`src/inc/est_pkg.sv`:
```
// Constants, field layouts and types of the eight/sixteen-bit timer.
// What this block does
// - Counter runs as 8-bit or 16-bit, chosen by width_select.
// - Internal source makes a timer advancing once per instruction cycle.
// - External source advances the count on each rising edge.
// - A 15-bit prescaler precedes the counter, ratio from prescale_select.
// - 16-bit mode: reading count_low_byte copies true high byte into buffer.
// - 16-bit mode: writing count_low_byte loads true high byte from buffer.
// - 8-bit mode: low byte compared each cycle to the period buffer.
// - On 8-bit match: output high one period, low cleared, period reloaded.
// - 8-bit mode: low and high registers both readable and writable.
// - Reset clears the low byte and sets the high register to all ones.
// - Prescaler and postscaler clear on low write, control write, reset.
// - Prescale 0000 bypasses prescaler; each input edge adds one.
// - Timer use advances each instruction cycle at 0000, else prescaled.
// - async_select set: edges counted unsynchronised, counting goes on in sleep.
// - async_select clear: counter clock synchronised, rate at most Fosc/4.
// - Three-bit clock_source_select picks the counter clock source.
// - Period match (8-bit) or overflow (16-bit) raises an interrupt event.
// - Match output goes to a pin and to other peripherals.
`default_nettype none
package est_pkg;

	localparam logic [7:0] EST_OFS_CTRL_A = 8'h00;
	localparam logic [7:0] EST_OFS_CTRL_B = 8'h04;
	localparam logic [7:0] EST_OFS_LOW = 8'h08;
	localparam logic [7:0] EST_OFS_HIGH = 8'h0C;
	localparam logic [7:0] EST_OFS_STATUS = 8'h10;

	localparam logic [7:0] EST_CTRL_A_RST = 8'h00;
	localparam logic [7:0] EST_CTRL_B_RST = 8'h00;
	localparam logic [7:0] EST_LOW_RST = 8'h00;
	localparam logic [7:0] EST_HIGH_RST = 8'hFF;

	localparam int EST_STATUS_FLAG_BIT = 0;
	localparam int EST_STATUS_MATCH_BIT = 1;
	localparam int EST_STATUS_RUN_BIT = 2;

	localparam logic [1:0] EST_INSTR_DIV_LAST = 2'h3;
	localparam int EST_PRE_WIDTH = 15;
	localparam logic [3:0] EST_PRE_BYPASS = 4'h0;

	typedef struct packed {
		logic enable;
		logic [1:0] unused;
		logic width_select;
		logic [3:0] postscale;
	} est_ctrl_a_type;

	typedef struct packed {
		logic [2:0] clock_source_select;
		logic async_select;
		logic [3:0] prescale_select;
	} est_ctrl_b_type;

	typedef enum logic [2:0] {
		EST_CS_PIN = 3'h0,
		EST_CS_PIN_INV = 3'h1,
		EST_CS_INSTR = 3'h2,
		EST_CS_SYSCLK = 3'h3,
		EST_CS_AUX0 = 3'h4,
		EST_CS_AUX1 = 3'h5,
		EST_CS_AUX2 = 3'h6,
		EST_CS_AUX3 = 3'h7
	} est_cs_type;

	typedef struct packed {
		logic psel;
		logic penable;
		logic pwrite;
		logic [7:0] paddr;
		logic [31:0] pwdata;
	} est_apb_req_type;

endpackage : est_pkg
`default_nettype wire

```
`src/logic/est_timer.sv`:
```
// Eight/sixteen-bit timer with prescaler, postscaler and APB registers.
//
// Local design decisions: the APB slave port and the register addresses.
`timescale 1ns/1ps
`default_nettype none
module est_timer (
	input wire logic pclk,
	input wire logic presetn,
	input wire logic psel,
	input wire logic penable,
	input wire logic pwrite,
	input wire logic [7:0] paddr,
	input wire logic [31:0] pwdata,
	output logic [31:0] prdata,
	output logic pready,
	output logic pslverr,
	input wire logic count_pin,
	input wire logic [3:0] aux_clk,
	input wire logic sleep,
	output logic match_output,
	output logic match_periph,
	output logic event_flag
);

	////////////////////////////////////////////////////////////////////
	// Register bus
	est_pkg::est_apb_req_type req;
	est_pkg::est_ctrl_a_type ctrl_a_q;
	est_pkg::est_ctrl_b_type ctrl_b_q;
	logic [7:0] low_q;
	logic [7:0] high_q;
	logic [7:0] true_high_q;
	logic [7:0] period_q;
	logic flag_q;
	logic match_q;
	logic pready_q;
	logic [31:0] prdata_q;
	logic pslverr_q;
	logic access;
	logic wr;
	logic rd;
	logic mapped;
	logic wr_low;
	logic wr_high;
	logic wr_ctrl;
	logic rd_low;
	logic flag_clr;
	logic [7:0] rd_byte;
	logic wr_ctrl_a;
	logic wr_ctrl_b;
	logic [7:0] snap_high_q;

	assign req = '{psel: psel, penable: penable, pwrite: pwrite, paddr: paddr, pwdata: pwdata};
	assign access = req.psel & req.penable & pready_q;
	assign wr = access & req.pwrite;
	assign rd = access & ~req.pwrite;
	assign wr_ctrl = wr_ctrl_a | wr_ctrl_b;

	// Per-register strobes of the access cycle
	always_comb begin
		wr_ctrl_a = 1'b0;
		wr_ctrl_b = 1'b0;
		wr_low = 1'b0;
		wr_high = 1'b0;
		rd_low = 1'b0;
		flag_clr = 1'b0;
		case (req.paddr)
			est_pkg::EST_OFS_CTRL_A: begin
				wr_ctrl_a = wr;
			end
			est_pkg::EST_OFS_CTRL_B: begin
				wr_ctrl_b = wr;
			end
			est_pkg::EST_OFS_LOW: begin
				wr_low = wr;
				rd_low = rd;
			end
			est_pkg::EST_OFS_HIGH: begin
				wr_high = wr;
			end
			est_pkg::EST_OFS_STATUS: begin
				flag_clr = wr & req.pwdata[est_pkg::EST_STATUS_FLAG_BIT];
			end
			default: flag_clr = 1'b0;
		endcase
	end

	always_comb begin
		mapped = 1'b1;
		rd_byte = 8'h00;
		case (req.paddr)
			est_pkg::EST_OFS_CTRL_A: rd_byte = ctrl_a_q;
			est_pkg::EST_OFS_CTRL_B: rd_byte = ctrl_b_q;
			est_pkg::EST_OFS_LOW: rd_byte = low_q;
			est_pkg::EST_OFS_HIGH: rd_byte = high_q;
			est_pkg::EST_OFS_STATUS: begin
				rd_byte[est_pkg::EST_STATUS_FLAG_BIT] = flag_q;
				rd_byte[est_pkg::EST_STATUS_MATCH_BIT] = match_q;
				rd_byte[est_pkg::EST_STATUS_RUN_BIT] = ctrl_a_q.enable;
			end
			default: mapped = 1'b0;
		endcase
	end

	// One wait state: answer in the second access cycle
	always_ff @(posedge pclk or negedge presetn) begin
		if (!presetn) begin
			pready_q <= 1'b0;
			prdata_q <= 32'h00000000;
			pslverr_q <= 1'b0;
		end else begin
			pready_q <= req.psel & req.penable & ~pready_q;
			prdata_q <= 32'h00000000;
			pslverr_q <= 1'b0;
			if (req.psel & req.penable & ~pready_q) begin
				pslverr_q <= ~mapped;
				if (!req.pwrite) begin
					prdata_q <= {24'h000000, rd_byte};
				end
			end
		end
	end

	always_ff @(posedge pclk or negedge presetn) begin
		if (!presetn) begin
			ctrl_a_q <= est_pkg::EST_CTRL_A_RST;
			ctrl_b_q <= est_pkg::EST_CTRL_B_RST;
		end else begin
			if (wr_ctrl_a) begin
				ctrl_a_q <= req.pwdata[7:0];
			end
			if (wr_ctrl_b) begin
				ctrl_b_q <= req.pwdata[7:0];
			end
		end
	end

	// True high byte frozen with the low byte read data
	always_ff @(posedge pclk or negedge presetn) begin
		if (!presetn) begin
			snap_high_q <= 8'h00;
		end else if (req.psel & req.penable & ~pready_q) begin
			snap_high_q <= true_high_q;
		end
	end

	////////////////////////////////////////////////////////////////////
	// Clock source and instruction cycle
	logic [1:0] instr_div_q;
	logic instr_tick;
	logic src_lvl;
	logic src_prev_q;
	logic src_edge;

	assign instr_tick = instr_div_q == est_pkg::EST_INSTR_DIV_LAST;

	always_ff @(posedge pclk or negedge presetn) begin
		if (!presetn) begin
			instr_div_q <= 2'h0;
		end else begin
			instr_div_q <= instr_div_q + 2'h1;
		end
	end

	always_comb begin
		case (est_pkg::est_cs_type'(ctrl_b_q.clock_source_select))
			est_pkg::EST_CS_PIN: src_lvl = count_pin;
			est_pkg::EST_CS_PIN_INV: src_lvl = ~count_pin;
			est_pkg::EST_CS_INSTR: src_lvl = instr_tick;
			est_pkg::EST_CS_SYSCLK: src_lvl = 1'b1;
			est_pkg::EST_CS_AUX0: src_lvl = aux_clk[0];
			est_pkg::EST_CS_AUX1: src_lvl = aux_clk[1];
			est_pkg::EST_CS_AUX2: src_lvl = aux_clk[2];
			est_pkg::EST_CS_AUX3: src_lvl = aux_clk[3];
			default: src_lvl = 1'b0;
		endcase
	end

	always_ff @(posedge pclk or negedge presetn) begin
		if (!presetn) begin
			src_prev_q <= 1'b0;
		end else if (wr_ctrl) begin
			// Source switch seen as high: no false edge
			src_prev_q <= 1'b1;
		end else begin
			src_prev_q <= src_lvl;
		end
	end

	// System clock source counts every cycle, the others on a rising edge
	always_comb begin
		if (ctrl_b_q.clock_source_select == est_pkg::EST_CS_SYSCLK) begin
			src_edge = 1'b1;
		end else begin
			src_edge = src_lvl & ~src_prev_q;
		end
	end

	////////////////////////////////////////////////////////////////////
	// Prescaler
	logic [est_pkg::EST_PRE_WIDTH-1:0] pre_q;
	logic [est_pkg::EST_PRE_WIDTH-1:0] pre_last;
	logic running;
	logic pre_tick;
	logic scaler_clr;

	// Sleep stops the synchronous counter only
	assign running = ctrl_a_q.enable & (ctrl_b_q.async_select | ~sleep);
	assign scaler_clr = wr_low | wr_ctrl;
	// Low bits set below the chosen ratio
	assign pre_last = ~({est_pkg::EST_PRE_WIDTH{1'b1}} << ctrl_b_q.prescale_select);
	assign pre_tick = running & src_edge
		& (ctrl_b_q.prescale_select == est_pkg::EST_PRE_BYPASS || pre_q == pre_last);

	always_ff @(posedge pclk or negedge presetn) begin
		if (!presetn) begin
			pre_q <= '0;
		end else if (scaler_clr) begin
			pre_q <= '0;
		end else if (running & src_edge) begin
			pre_q <= pre_tick ? '0 : pre_q + 1'b1;
		end
	end

	////////////////////////////////////////////////////////////////////
	// Synchroniser to the instruction cycle
	logic pend_q;
	logic advance;

	always_ff @(posedge pclk or negedge presetn) begin
		if (!presetn) begin
			pend_q <= 1'b0;
		end else if (scaler_clr) begin
			pend_q <= 1'b0;
		end else begin
			pend_q <= pre_tick | (pend_q & ~instr_tick);
		end
	end

	// At most one advance per instruction cycle when synchronous
	always_comb begin
		if (ctrl_b_q.async_select) begin
			advance = pre_tick;
		end else begin
			advance = pend_q & instr_tick & ~sleep;
		end
	end

	////////////////////////////////////////////////////////////////////
	// Counter
	logic period_hit;
	logic wrap;
	logic count_event;

	assign period_hit = ~ctrl_a_q.width_select & (low_q == period_q);
	assign wrap = ctrl_a_q.width_select & (low_q == 8'hFF) & (true_high_q == 8'hFF);
	assign count_event = advance & (period_hit | wrap);

	always_ff @(posedge pclk or negedge presetn) begin
		if (!presetn) begin
			low_q <= est_pkg::EST_LOW_RST;
			true_high_q <= 8'h00;
		end else if (wr_low) begin
			low_q <= req.pwdata[7:0];
			if (ctrl_a_q.width_select) begin
				true_high_q <= high_q;
			end
		end else if (advance) begin
			if (!ctrl_a_q.width_select) begin
				low_q <= period_hit ? 8'h00 : low_q + 8'h01;
			end else begin
				{true_high_q, low_q} <= {true_high_q, low_q} + 16'h0001;
			end
		end
	end

	always_ff @(posedge pclk or negedge presetn) begin
		if (!presetn) begin
			high_q <= est_pkg::EST_HIGH_RST;
		end else if (wr_high) begin
			high_q <= req.pwdata[7:0];
		end else if (rd_low & ctrl_a_q.width_select) begin
			high_q <= snap_high_q;
		end
	end

	always_ff @(posedge pclk or negedge presetn) begin
		if (!presetn) begin
			period_q <= est_pkg::EST_HIGH_RST;
		end else if (advance & period_hit) begin
			period_q <= high_q;
		end else if (wr_high & ~ctrl_a_q.width_select & ~ctrl_a_q.enable) begin
			period_q <= req.pwdata[7:0];
		end
	end

	////////////////////////////////////////////////////////////////////
	// Match output, postscaler, event flag
	logic [3:0] post_q;
	logic post_done;

	assign post_done = count_event & (post_q == ctrl_a_q.postscale);

	// Held for one prescaled period: until next advance
	always_ff @(posedge pclk or negedge presetn) begin
		if (!presetn) begin
			match_q <= 1'b0;
		end else if (!ctrl_a_q.enable) begin
			match_q <= 1'b0;
		end else if (advance) begin
			match_q <= count_event;
		end
	end

	always_ff @(posedge pclk or negedge presetn) begin
		if (!presetn) begin
			post_q <= 4'h0;
		end else if (scaler_clr) begin
			post_q <= 4'h0;
		end else if (count_event) begin
			post_q <= post_done ? 4'h0 : post_q + 4'h1;
		end
	end

	// Set wins over the software clear
	always_ff @(posedge pclk or negedge presetn) begin
		if (!presetn) begin
			flag_q <= 1'b0;
		end else if (post_done) begin
			flag_q <= 1'b1;
		end else if (flag_clr) begin
			flag_q <= 1'b0;
		end
	end

	////////////////////////////////////////////////////////////////////
	// Outputs
	assign prdata = prdata_q;
	assign pready = pready_q;
	assign pslverr = pslverr_q;
	assign match_output = match_q;
	assign match_periph = match_q;
	assign event_flag = flag_q;

endmodule : est_timer
`default_nettype wire

```
`config.mk`:
```
export PLATFORM = sky130hd
export DESIGN_NAME = est_timer
export DESIGN_NICKNAME = d
export VERILOG_FILES = /design/src/inc/est_pkg.sv /design/src/logic/est_timer.sv
export SDC_FILE = /design/constraint.sdc
export NUM_CORES = 1
export LEC_CHECK = 0
export BUFFER_PORTS_ARGS = -buffer_cell sky130_fd_sc_hd__buf_2
export CORE_MARGIN = 3
export CORE_UTILIZATION = 50
export CTS_CLUSTER_SIZE = 30
export DETAILED_ROUTE_END_ITERATION = 7
export PLACE_DENSITY_LB_ADDON = 0.1
export RECOVER_POWER = 25
export SLEW_MARGIN = 20
export SYNTH_ARGS = -nofsm -noshare
export SYNTH_HDL_FRONTEND = slang
export SYNTH_SLANG_ARGS = --single-unit
```
`constraint.sdc`:
```
create_clock -name pclk -period 3.5 [get_ports pclk]
set_clock_uncertainty 0.2 [all_clocks]
set_input_delay 0.7 -clock pclk [delete_from_list [all_inputs] [get_ports pclk]]
set_output_delay 0.7 -clock pclk [all_outputs]
set_load 0.01 [all_outputs]
```
* After elaboration in Yosys (flattened, before gate mapping) *
Cells that the tools add are included.

cells by class
  reductions and logical operators = 12
  equality and inequality tests = 20
  bitwise gates (word level) = 37
  mux-type cells = 39
  shift operators = 1
  add/sub/neg operators = 5

operators with widths
  cell                                                 count
  2-to-1 mux 8 bit                                     14
  2-to-1 mux 15 bit                                    3
  bitwise AND 1 bit                                    22
  case mux 5 bit (4 select lines)                      1
  adder 16 x 1 -> 16 bit, second input constant        1
  equality test 8 x 4 -> 1 bit, second input constant  2
  equality test 8 bit, second input constant           2
  2-to-1 mux 1 bit                                     16
  adder 15 x 1 -> 15 bit, second input constant        1
  equality test 15 bit                                 1
  inverter 15 bit                                      1
  case mux 3 bit (5 select lines)                      1
  << shifter 15 x 4 -> 15 bit, first input constant    1
  equality test 3 bit, second input constant           4
  2-to-1 mux 4 bit                                     3
  nonzero test 2 bit                                   6
  inverter 1 bit                                       9
  adder 8 x 1 -> 8 bit, second input constant          1
  equality test 8 x 3 -> 1 bit, second input constant  1
  equality test 8 x 5 -> 1 bit, second input constant  1
  equality test 8 bit                                  1
  zero test 8 bit                                      1
  case mux 1 bit (8 select lines)                      1
  equality test 3 x 2 -> 1 bit, second input constant  2
  13 further kinds                                     18

word-level totals
  input port bits = 51
  output and inout bits = 37
  register bits = 115
  logic and storage cells = 136

* Logic depth before layout (Yosys ltp) *
  word-level depth = 12
  gate-level depth with buffers = 12
  mapped depth without buffers = 9

* Least setup slack after synthesis *
Ideal clock, no wire load.

  kind = input -> register
  from = in paddr[0]
  to = reg period_q[0]
  arrival = 2724 ps
  library setup time = 82 ps
  setup slack = 493 ps
  stages = 7
  path through = or4_4 > nor4b_4 > nand2_2 > or3_1 > buf_4 > mux2_4 > mux2_4

between the ends
  longest elaborated chain between the ends = 5

RTL lines
  element                          line              RTL
  start: declaration               est_timer.sv:12   input wire logic [7:0] paddr,
  equality test 8 x 4 -> 1 bit     est_timer.sv:67   case (req.paddr)
  2-to-1 mux 1 bit                 est_timer.sv:67
  bitwise AND 1 bit (2 in series)  est_timer.sv:292  end else if (wr_high & ~ctrl_a_q.width_select & ~ctrl_a_q.enable) begin
  nonzero test 2 bit (no line)     -
  end signal: assignment           est_timer.sv:289  period_q <= est_pkg::EST_HIGH_RST;
  end signal: assignment           est_timer.sv:291  period_q <= high_q;
  end signal: assignment           est_timer.sv:293  period_q <= req.pwdata[7:0];
  end: declaration                 est_timer.sv:33   logic [7:0] period_q;

Every way passes these cells.
A chain may end at the register's enable or synchronous reset.

* Worst setup path after layout *
  from = reg ctrl_b_q[2] in the netlist's numbering
  to = reg period_q[7]

between the ends
  longest elaborated chain between the ends = 8
  elaborated cells on any way between the ends = 10
  those cells by class = eq/ne: 1; shift: 1; mux: 2; bitwise: 3; reduce/logical: 3

RTL lines
  element                                                 line              RTL
  start: declaration                                      est_timer.sv:29   est_pkg::est_ctrl_b_type ctrl_b_q;
  start signal: assignment                                est_timer.sv:127  ctrl_b_q <= est_pkg::EST_CTRL_B_RST;
  start signal: assignment                                est_timer.sv:133  ctrl_b_q <= req.pwdata[7:0];
  << shifter 15 x 4 -> 15 bit                             est_timer.sv:211  assign pre_last = ~({est_pkg::EST_PRE_WIDTH{1'b1}} << ctrl_b_q.prescale_select);
  inverter 15 bit                                         est_timer.sv:211
  equality test 15 bit                                    est_timer.sv:213  & (ctrl_b_q.prescale_select == est_pkg::EST_PRE_BYPASS || pre_q == pre_last);
  logical OR 1 bit *                                      est_timer.sv:213
  bitwise AND 1 bit *                                     est_timer.sv:213
  2-to-1 mux 1 bit *                                      est_timer.sv:242  if (ctrl_b_q.async_select) begin
  bitwise AND 1 bit *                                     est_timer.sv:290  end else if (advance & period_hit) begin
  2-to-1 mux 8 bit or nonzero test 2 bit (tied branches)  -

Every way passes the cells marked *; elsewhere a longest branch is shown, timed or not.

==> impl.org <==
** Setup path
- Critical path cell sequence :: a31o_2, a211oi_1, o22ai_1, nor3_1, nand3_2, nand2_2, and2_1, mux2_4
- Kind of start point of the critical path :: flip-flop
- Endpoint class of the critical path :: flip-flop
- Arr. time, crit path :: between 3000 and 4000 ps
- Biggest fanout along the worst timing path :: 19
- On the critical path the largest part of the delay comes from simple AND/OR/NAND/NOR gates.
- On the critical path, the stage with the largest delay is an instance of sky130_fd_sc_hd__dfrtp_1.
- STA puts the critical path data required time at around 3600 ps.
- In this design, the stage delay of the slowest critical-path cell is a little over 600 ps.
- The worst setup path is of the reg -> reg kind.
- Critical path buffers and inverters :: 0

** Logic synthesis
- The share of synthesized area in the top cell type comes to 0.335.
- The synthesized design contains 0 enable-type register cells.
- Number of distinct library cells after synthesis :: 78
- Average cell area after synthesis :: around 9.5 sq um
- Synth top cells by count :: sky130_fd_sc_hd__dfrtp_1 (75), sky130_fd_sc_hd__nand2_1 (62), sky130_fd_sc_hd__nor2_1 (52), sky130_fd_sc_hd__nand3_1 (37), sky130_fd_sc_hd__buf_4 (28)
- Summing every instance area after synthesis gives about 5600 sq um.
- Count of synthesis-stage warnings from yosys :: 0
- For this run, asynchronously set or reset flops after synthesis account for 1.00.
- In the synthesized netlist the dominant register cell turns out to be sky130_fd_sc_hd__dfrtp_1.
- sky130_fd_sc_hd__dfrtp_1 takes more of the synthesized area than any other cell.
- Synthesis inferred a little over 90 register bits.
- Biggest area contributors in the synthesized netlist :: sky130_fd_sc_hd__dfrtp_1 (34%), sky130_fd_sc_hd__dfstp_2 (7.5%), sky130_fd_sc_hd__mux2_4 (4.3%)
- Of the synthesized area, sequential elements account for 0.410.
- Most numerous cell in the Yosys netlist :: sky130_fd_sc_hd__dfrtp_1
- Cell count after synthesis :: roughly 590

** Power
- Of the total power, combinational logic draws 0.110.
- Summed over all nets, the switching power comes to ~0.55 mW.
- Cell internal power was estimated by the tool at about 1.6 mW.
- Cell Pwr Density :: between 300 and 400 nW/um^2
- Of the total power, the share spent switching nets is 0.256.
- Across the VDD grid, the largest voltage drop is between 0.2 and 0.25 mV.
- For this design the static power due to leakage is 2.81 nW.
- Share of power burned in the clock network :: 0.381
- Portion of total power attributed to sequential cells :: 0.509

** Finish
- The number of antenna diodes in the final layout is 0.
- Signed area change from the synthesized netlist to the final layout :: 8.78%
- At the end of the flow, the number of nets in the layout was between 600 and 700.
- In the final layout, the share of cells above drive strength 1 is 0.224.
- Finished Cell Area :: roughly 6100 sq um

** Run status
- The flow ran to the end, but the final reports show violations.
- The checks that failed: max-capacitance violations, max-slew violations.

** Placed design
- Once placement finished, the instance area stood at roughly 5900 sq um.
- Routability-driven placement finished with a final weighted congestion of 0.861.
- Placed wire-length estimate after detailed placement :: roughly 10000 microns
- Buffers added on ports :: 39

** STA
- Slew at the pin closest to its max-slew limit :: around 1600 ps
- Setup violations remaining at the end of the flow were counted as 0.
- Setup repair after global routing missed its margin :: no
- The number of pins exceeding their max-slew limit in the final report is 59.
- In the final timing run, aggregate negative setup slack is 0 ps.
- In the finished design, the share of the clock period the worst path needs comes to 0.897.
- Shortest clock period the worst path allows after layout :: approximately 3100 ps
- Worst-case headroom to the max-slew limit :: -0.0498
- The final number of hold-violating endpoints came to 0.
- Derived from the worst setup path, the maximum achievable clock frequency is 319 MHz.

** Route
- After detailed routing, the number of remaining DRC violations is 0.
- Dividing the detail-routed via count by the number of cells gives 5.95.
- The detailed router finished its first iteration with between 400 and 500 violations.
- Routed signal wires occupy layers up through met4.
- Length of routed met2 wiring :: about 5800 microns
- After detailed routing, the average wire length per cell comes to ~18 microns.
- Wire length the detailed router placed on met1 :: just over 7000 microns
- Routed via count :: roughly 4500
- Number of iterations in the first detailed-routing pass :: 5
- In the detailed route, the total length drawn on met3 is 794 microns.
- Wires add up to around 14000 microns.
- The count of nets left with antenna violations once routing finished came out at 0.

** Global route
- The first global-routing pass estimated 22700 microns of wire.
- Maximum number of pins on one net before global-route repair :: 60
- Aggregate global-route resource usage :: 0.227
- The total overflow left after global routing is 0.
- The via count of the first global-routing pass came to approximately 4300.
- The initial antenna violation count is 0.

** Clocking
- Count of buffers added by post-CTS timing repair for setup :: 0
- Clock-pin slew was measured on the worst setup and hold paths at ~90 ps.
- CTS Buffer Depth :: 2
- Number of levels in the clock H-tree :: 3
- Clock Sinks :: 91
- Hold-fix buffers, CTS :: 0
- The cell sitting at the root of the clock tree is a sky130_fd_sc_hd__clkbuf_8.
- Insertion delay to the later sink of the worst-skew pair :: 370 ps
- TritonCTS built the clock tree.
- Clock buffer count from CTS :: 9
- Cts repair resizes :: 0

** Worst hold path
- Path type of the worst min-delay path :: reg -> reg

** Die
- Number of top-level pins :: 88
- The floorplan step defined a die boundary enclosing about 13000 sq um.
- Starting Density :: 0.514
- The die is approximately 110 microns tall.
- In this run the horizontal extent of the chip is 112 microns.
- In this run the standard cell core region covers 10900 sq um.
- The floorplan has 38 rows.

** Flow run
- Across the run, the number of max-cap violations was 1.
==> stage by stage <==
stage | worst slack (ps) | power (mW) | std cells | util | hold slack (ps)
finish | 361 | 2.16 | 764 | 0.559 | 231
global route | 182 | 2.25 | 764 | 0.559 | 250
CTS | 390 | 2.18 | 764 | 0.560 | 224
detailed placement | 209 | 1.36 | 748 | 0.539 | 225
global placement | 245 | 1.35 | 748 | 0.539 | 214
floorplan | 493 | 1.28 | 610 | - | 201
==> final timing paths <==
check | start | endpoint | slack (ps) | cells past startpoint
min in group asynchronous | presetn | post_q[0] | 490 | 1
setup / recovery | ctrl_b_q[2] | period_q[7] | 360 | 8
setup reg to reg | ctrl_b_q[2] | period_q[7] | 360 | 8
max in group asynchronous | presetn | ctrl_b_q[3] | 1640 | 1
hold reg to reg | instr_div_q[0] | instr_div_q[0] | 230 | 1
hold / removal | instr_div_q[0] | instr_div_q[0] | 230 | 1
==> cells in the final DEF (no fill, tap or decap), types with 14 or more instances in the layout <==
cell type and instances:
sky130_fd_sc_hd__mux2_4 16, sky130_fd_sc_hd__conb_1 24, sky130_fd_sc_hd__dfrtp_1 75, sky130_fd_sc_hd__buf_2 38
sky130_fd_sc_hd__mux2_2 15, sky130_fd_sc_hd__nand2_1 62, sky130_fd_sc_hd__dfstp_2 16, sky130_fd_sc_hd__nor2_1 52
sky130_fd_sc_hd__a21oi_1 22, sky130_fd_sc_hd__nand3_1 37, sky130_fd_sc_hd__mux2i_1 16, sky130_fd_sc_hd__xnor2_1 14
sky130_fd_sc_hd__o21ai_0 19, sky130_fd_sc_hd__buf_4 19
==> flip-flops by register name, summed over array words and instances (netlist names), 2 cells and up <==
| register | flops |
|---|---|
| pre_q | 15 |
| period_q | 8 |
| instr_div_q | 2 |
| post_q | 4 |
| low_q | 8 |
| high_q | 8 |
| true_high_q | 8 |
| snap_high_q | 8 |
| prdata | 8 |
| ctrl_a_q | 8 |
| ctrl_b_q | 8 |
==> worst register-to-register path, cell delays in order (launching register included) <==
cell	delay (ps)
sky130_fd_sc_hd__dfrtp_1	610
sky130_fd_sc_hd__a31o_2	310
sky130_fd_sc_hd__a211oi_1	360
sky130_fd_sc_hd__o22ai_1	200
sky130_fd_sc_hd__nor3_1	240
sky130_fd_sc_hd__nand3_2	190
sky130_fd_sc_hd__nand2_2	110
sky130_fd_sc_hd__and2_1	500
sky130_fd_sc_hd__mux2_4	360
==> power groups by stage <==
stage,clock network (mW),logic (mW),registers [mW]
2_1_floorplan,0,0.163,1.12
3_3_place_gp,0,0.234,1.12
3_5_place_dp,0,0.238,1.12
4_1_cts,0.838,0.239,1.10
5_1_grt,0.881,0.266,1.10
6_report,0.823,0.239,1.10
==> final cells by class <==
type,count,area (sq um)
fillers,1013,4800
multi-input cells,446,2970
flip-flops and latches,91,2300
repair buffers,60,378
well taps,140,175
clock buffers,12,155
clock inverters,4,72.6
inverters,11,41.3
==> cell families after synthesis <==
logic type / count (synthesis) / share of synthesized area
flip-flops: 91 / 0.410
buffers and inverters: 73 / 0.0744
other: 1 / 0.000670
multiplexers: 51 / 0.114
XOR/XNOR: 21 / 0.0329
adder cells (fa/ha/maj): 4 / 0.00894
AO/OA/AOI/OAI: 108 / 0.140
AND/OR/NAND/NOR: 238 / 0.219
==> per-layer routing <==
layer,vias up,track usage
li1,2123,-
met4,0,0.0835
met5,-,0
met3,18,0.0272
met2,161,0.319
met1,2243,0.356
No activity file was read; power rests on OpenSTA's default activity.
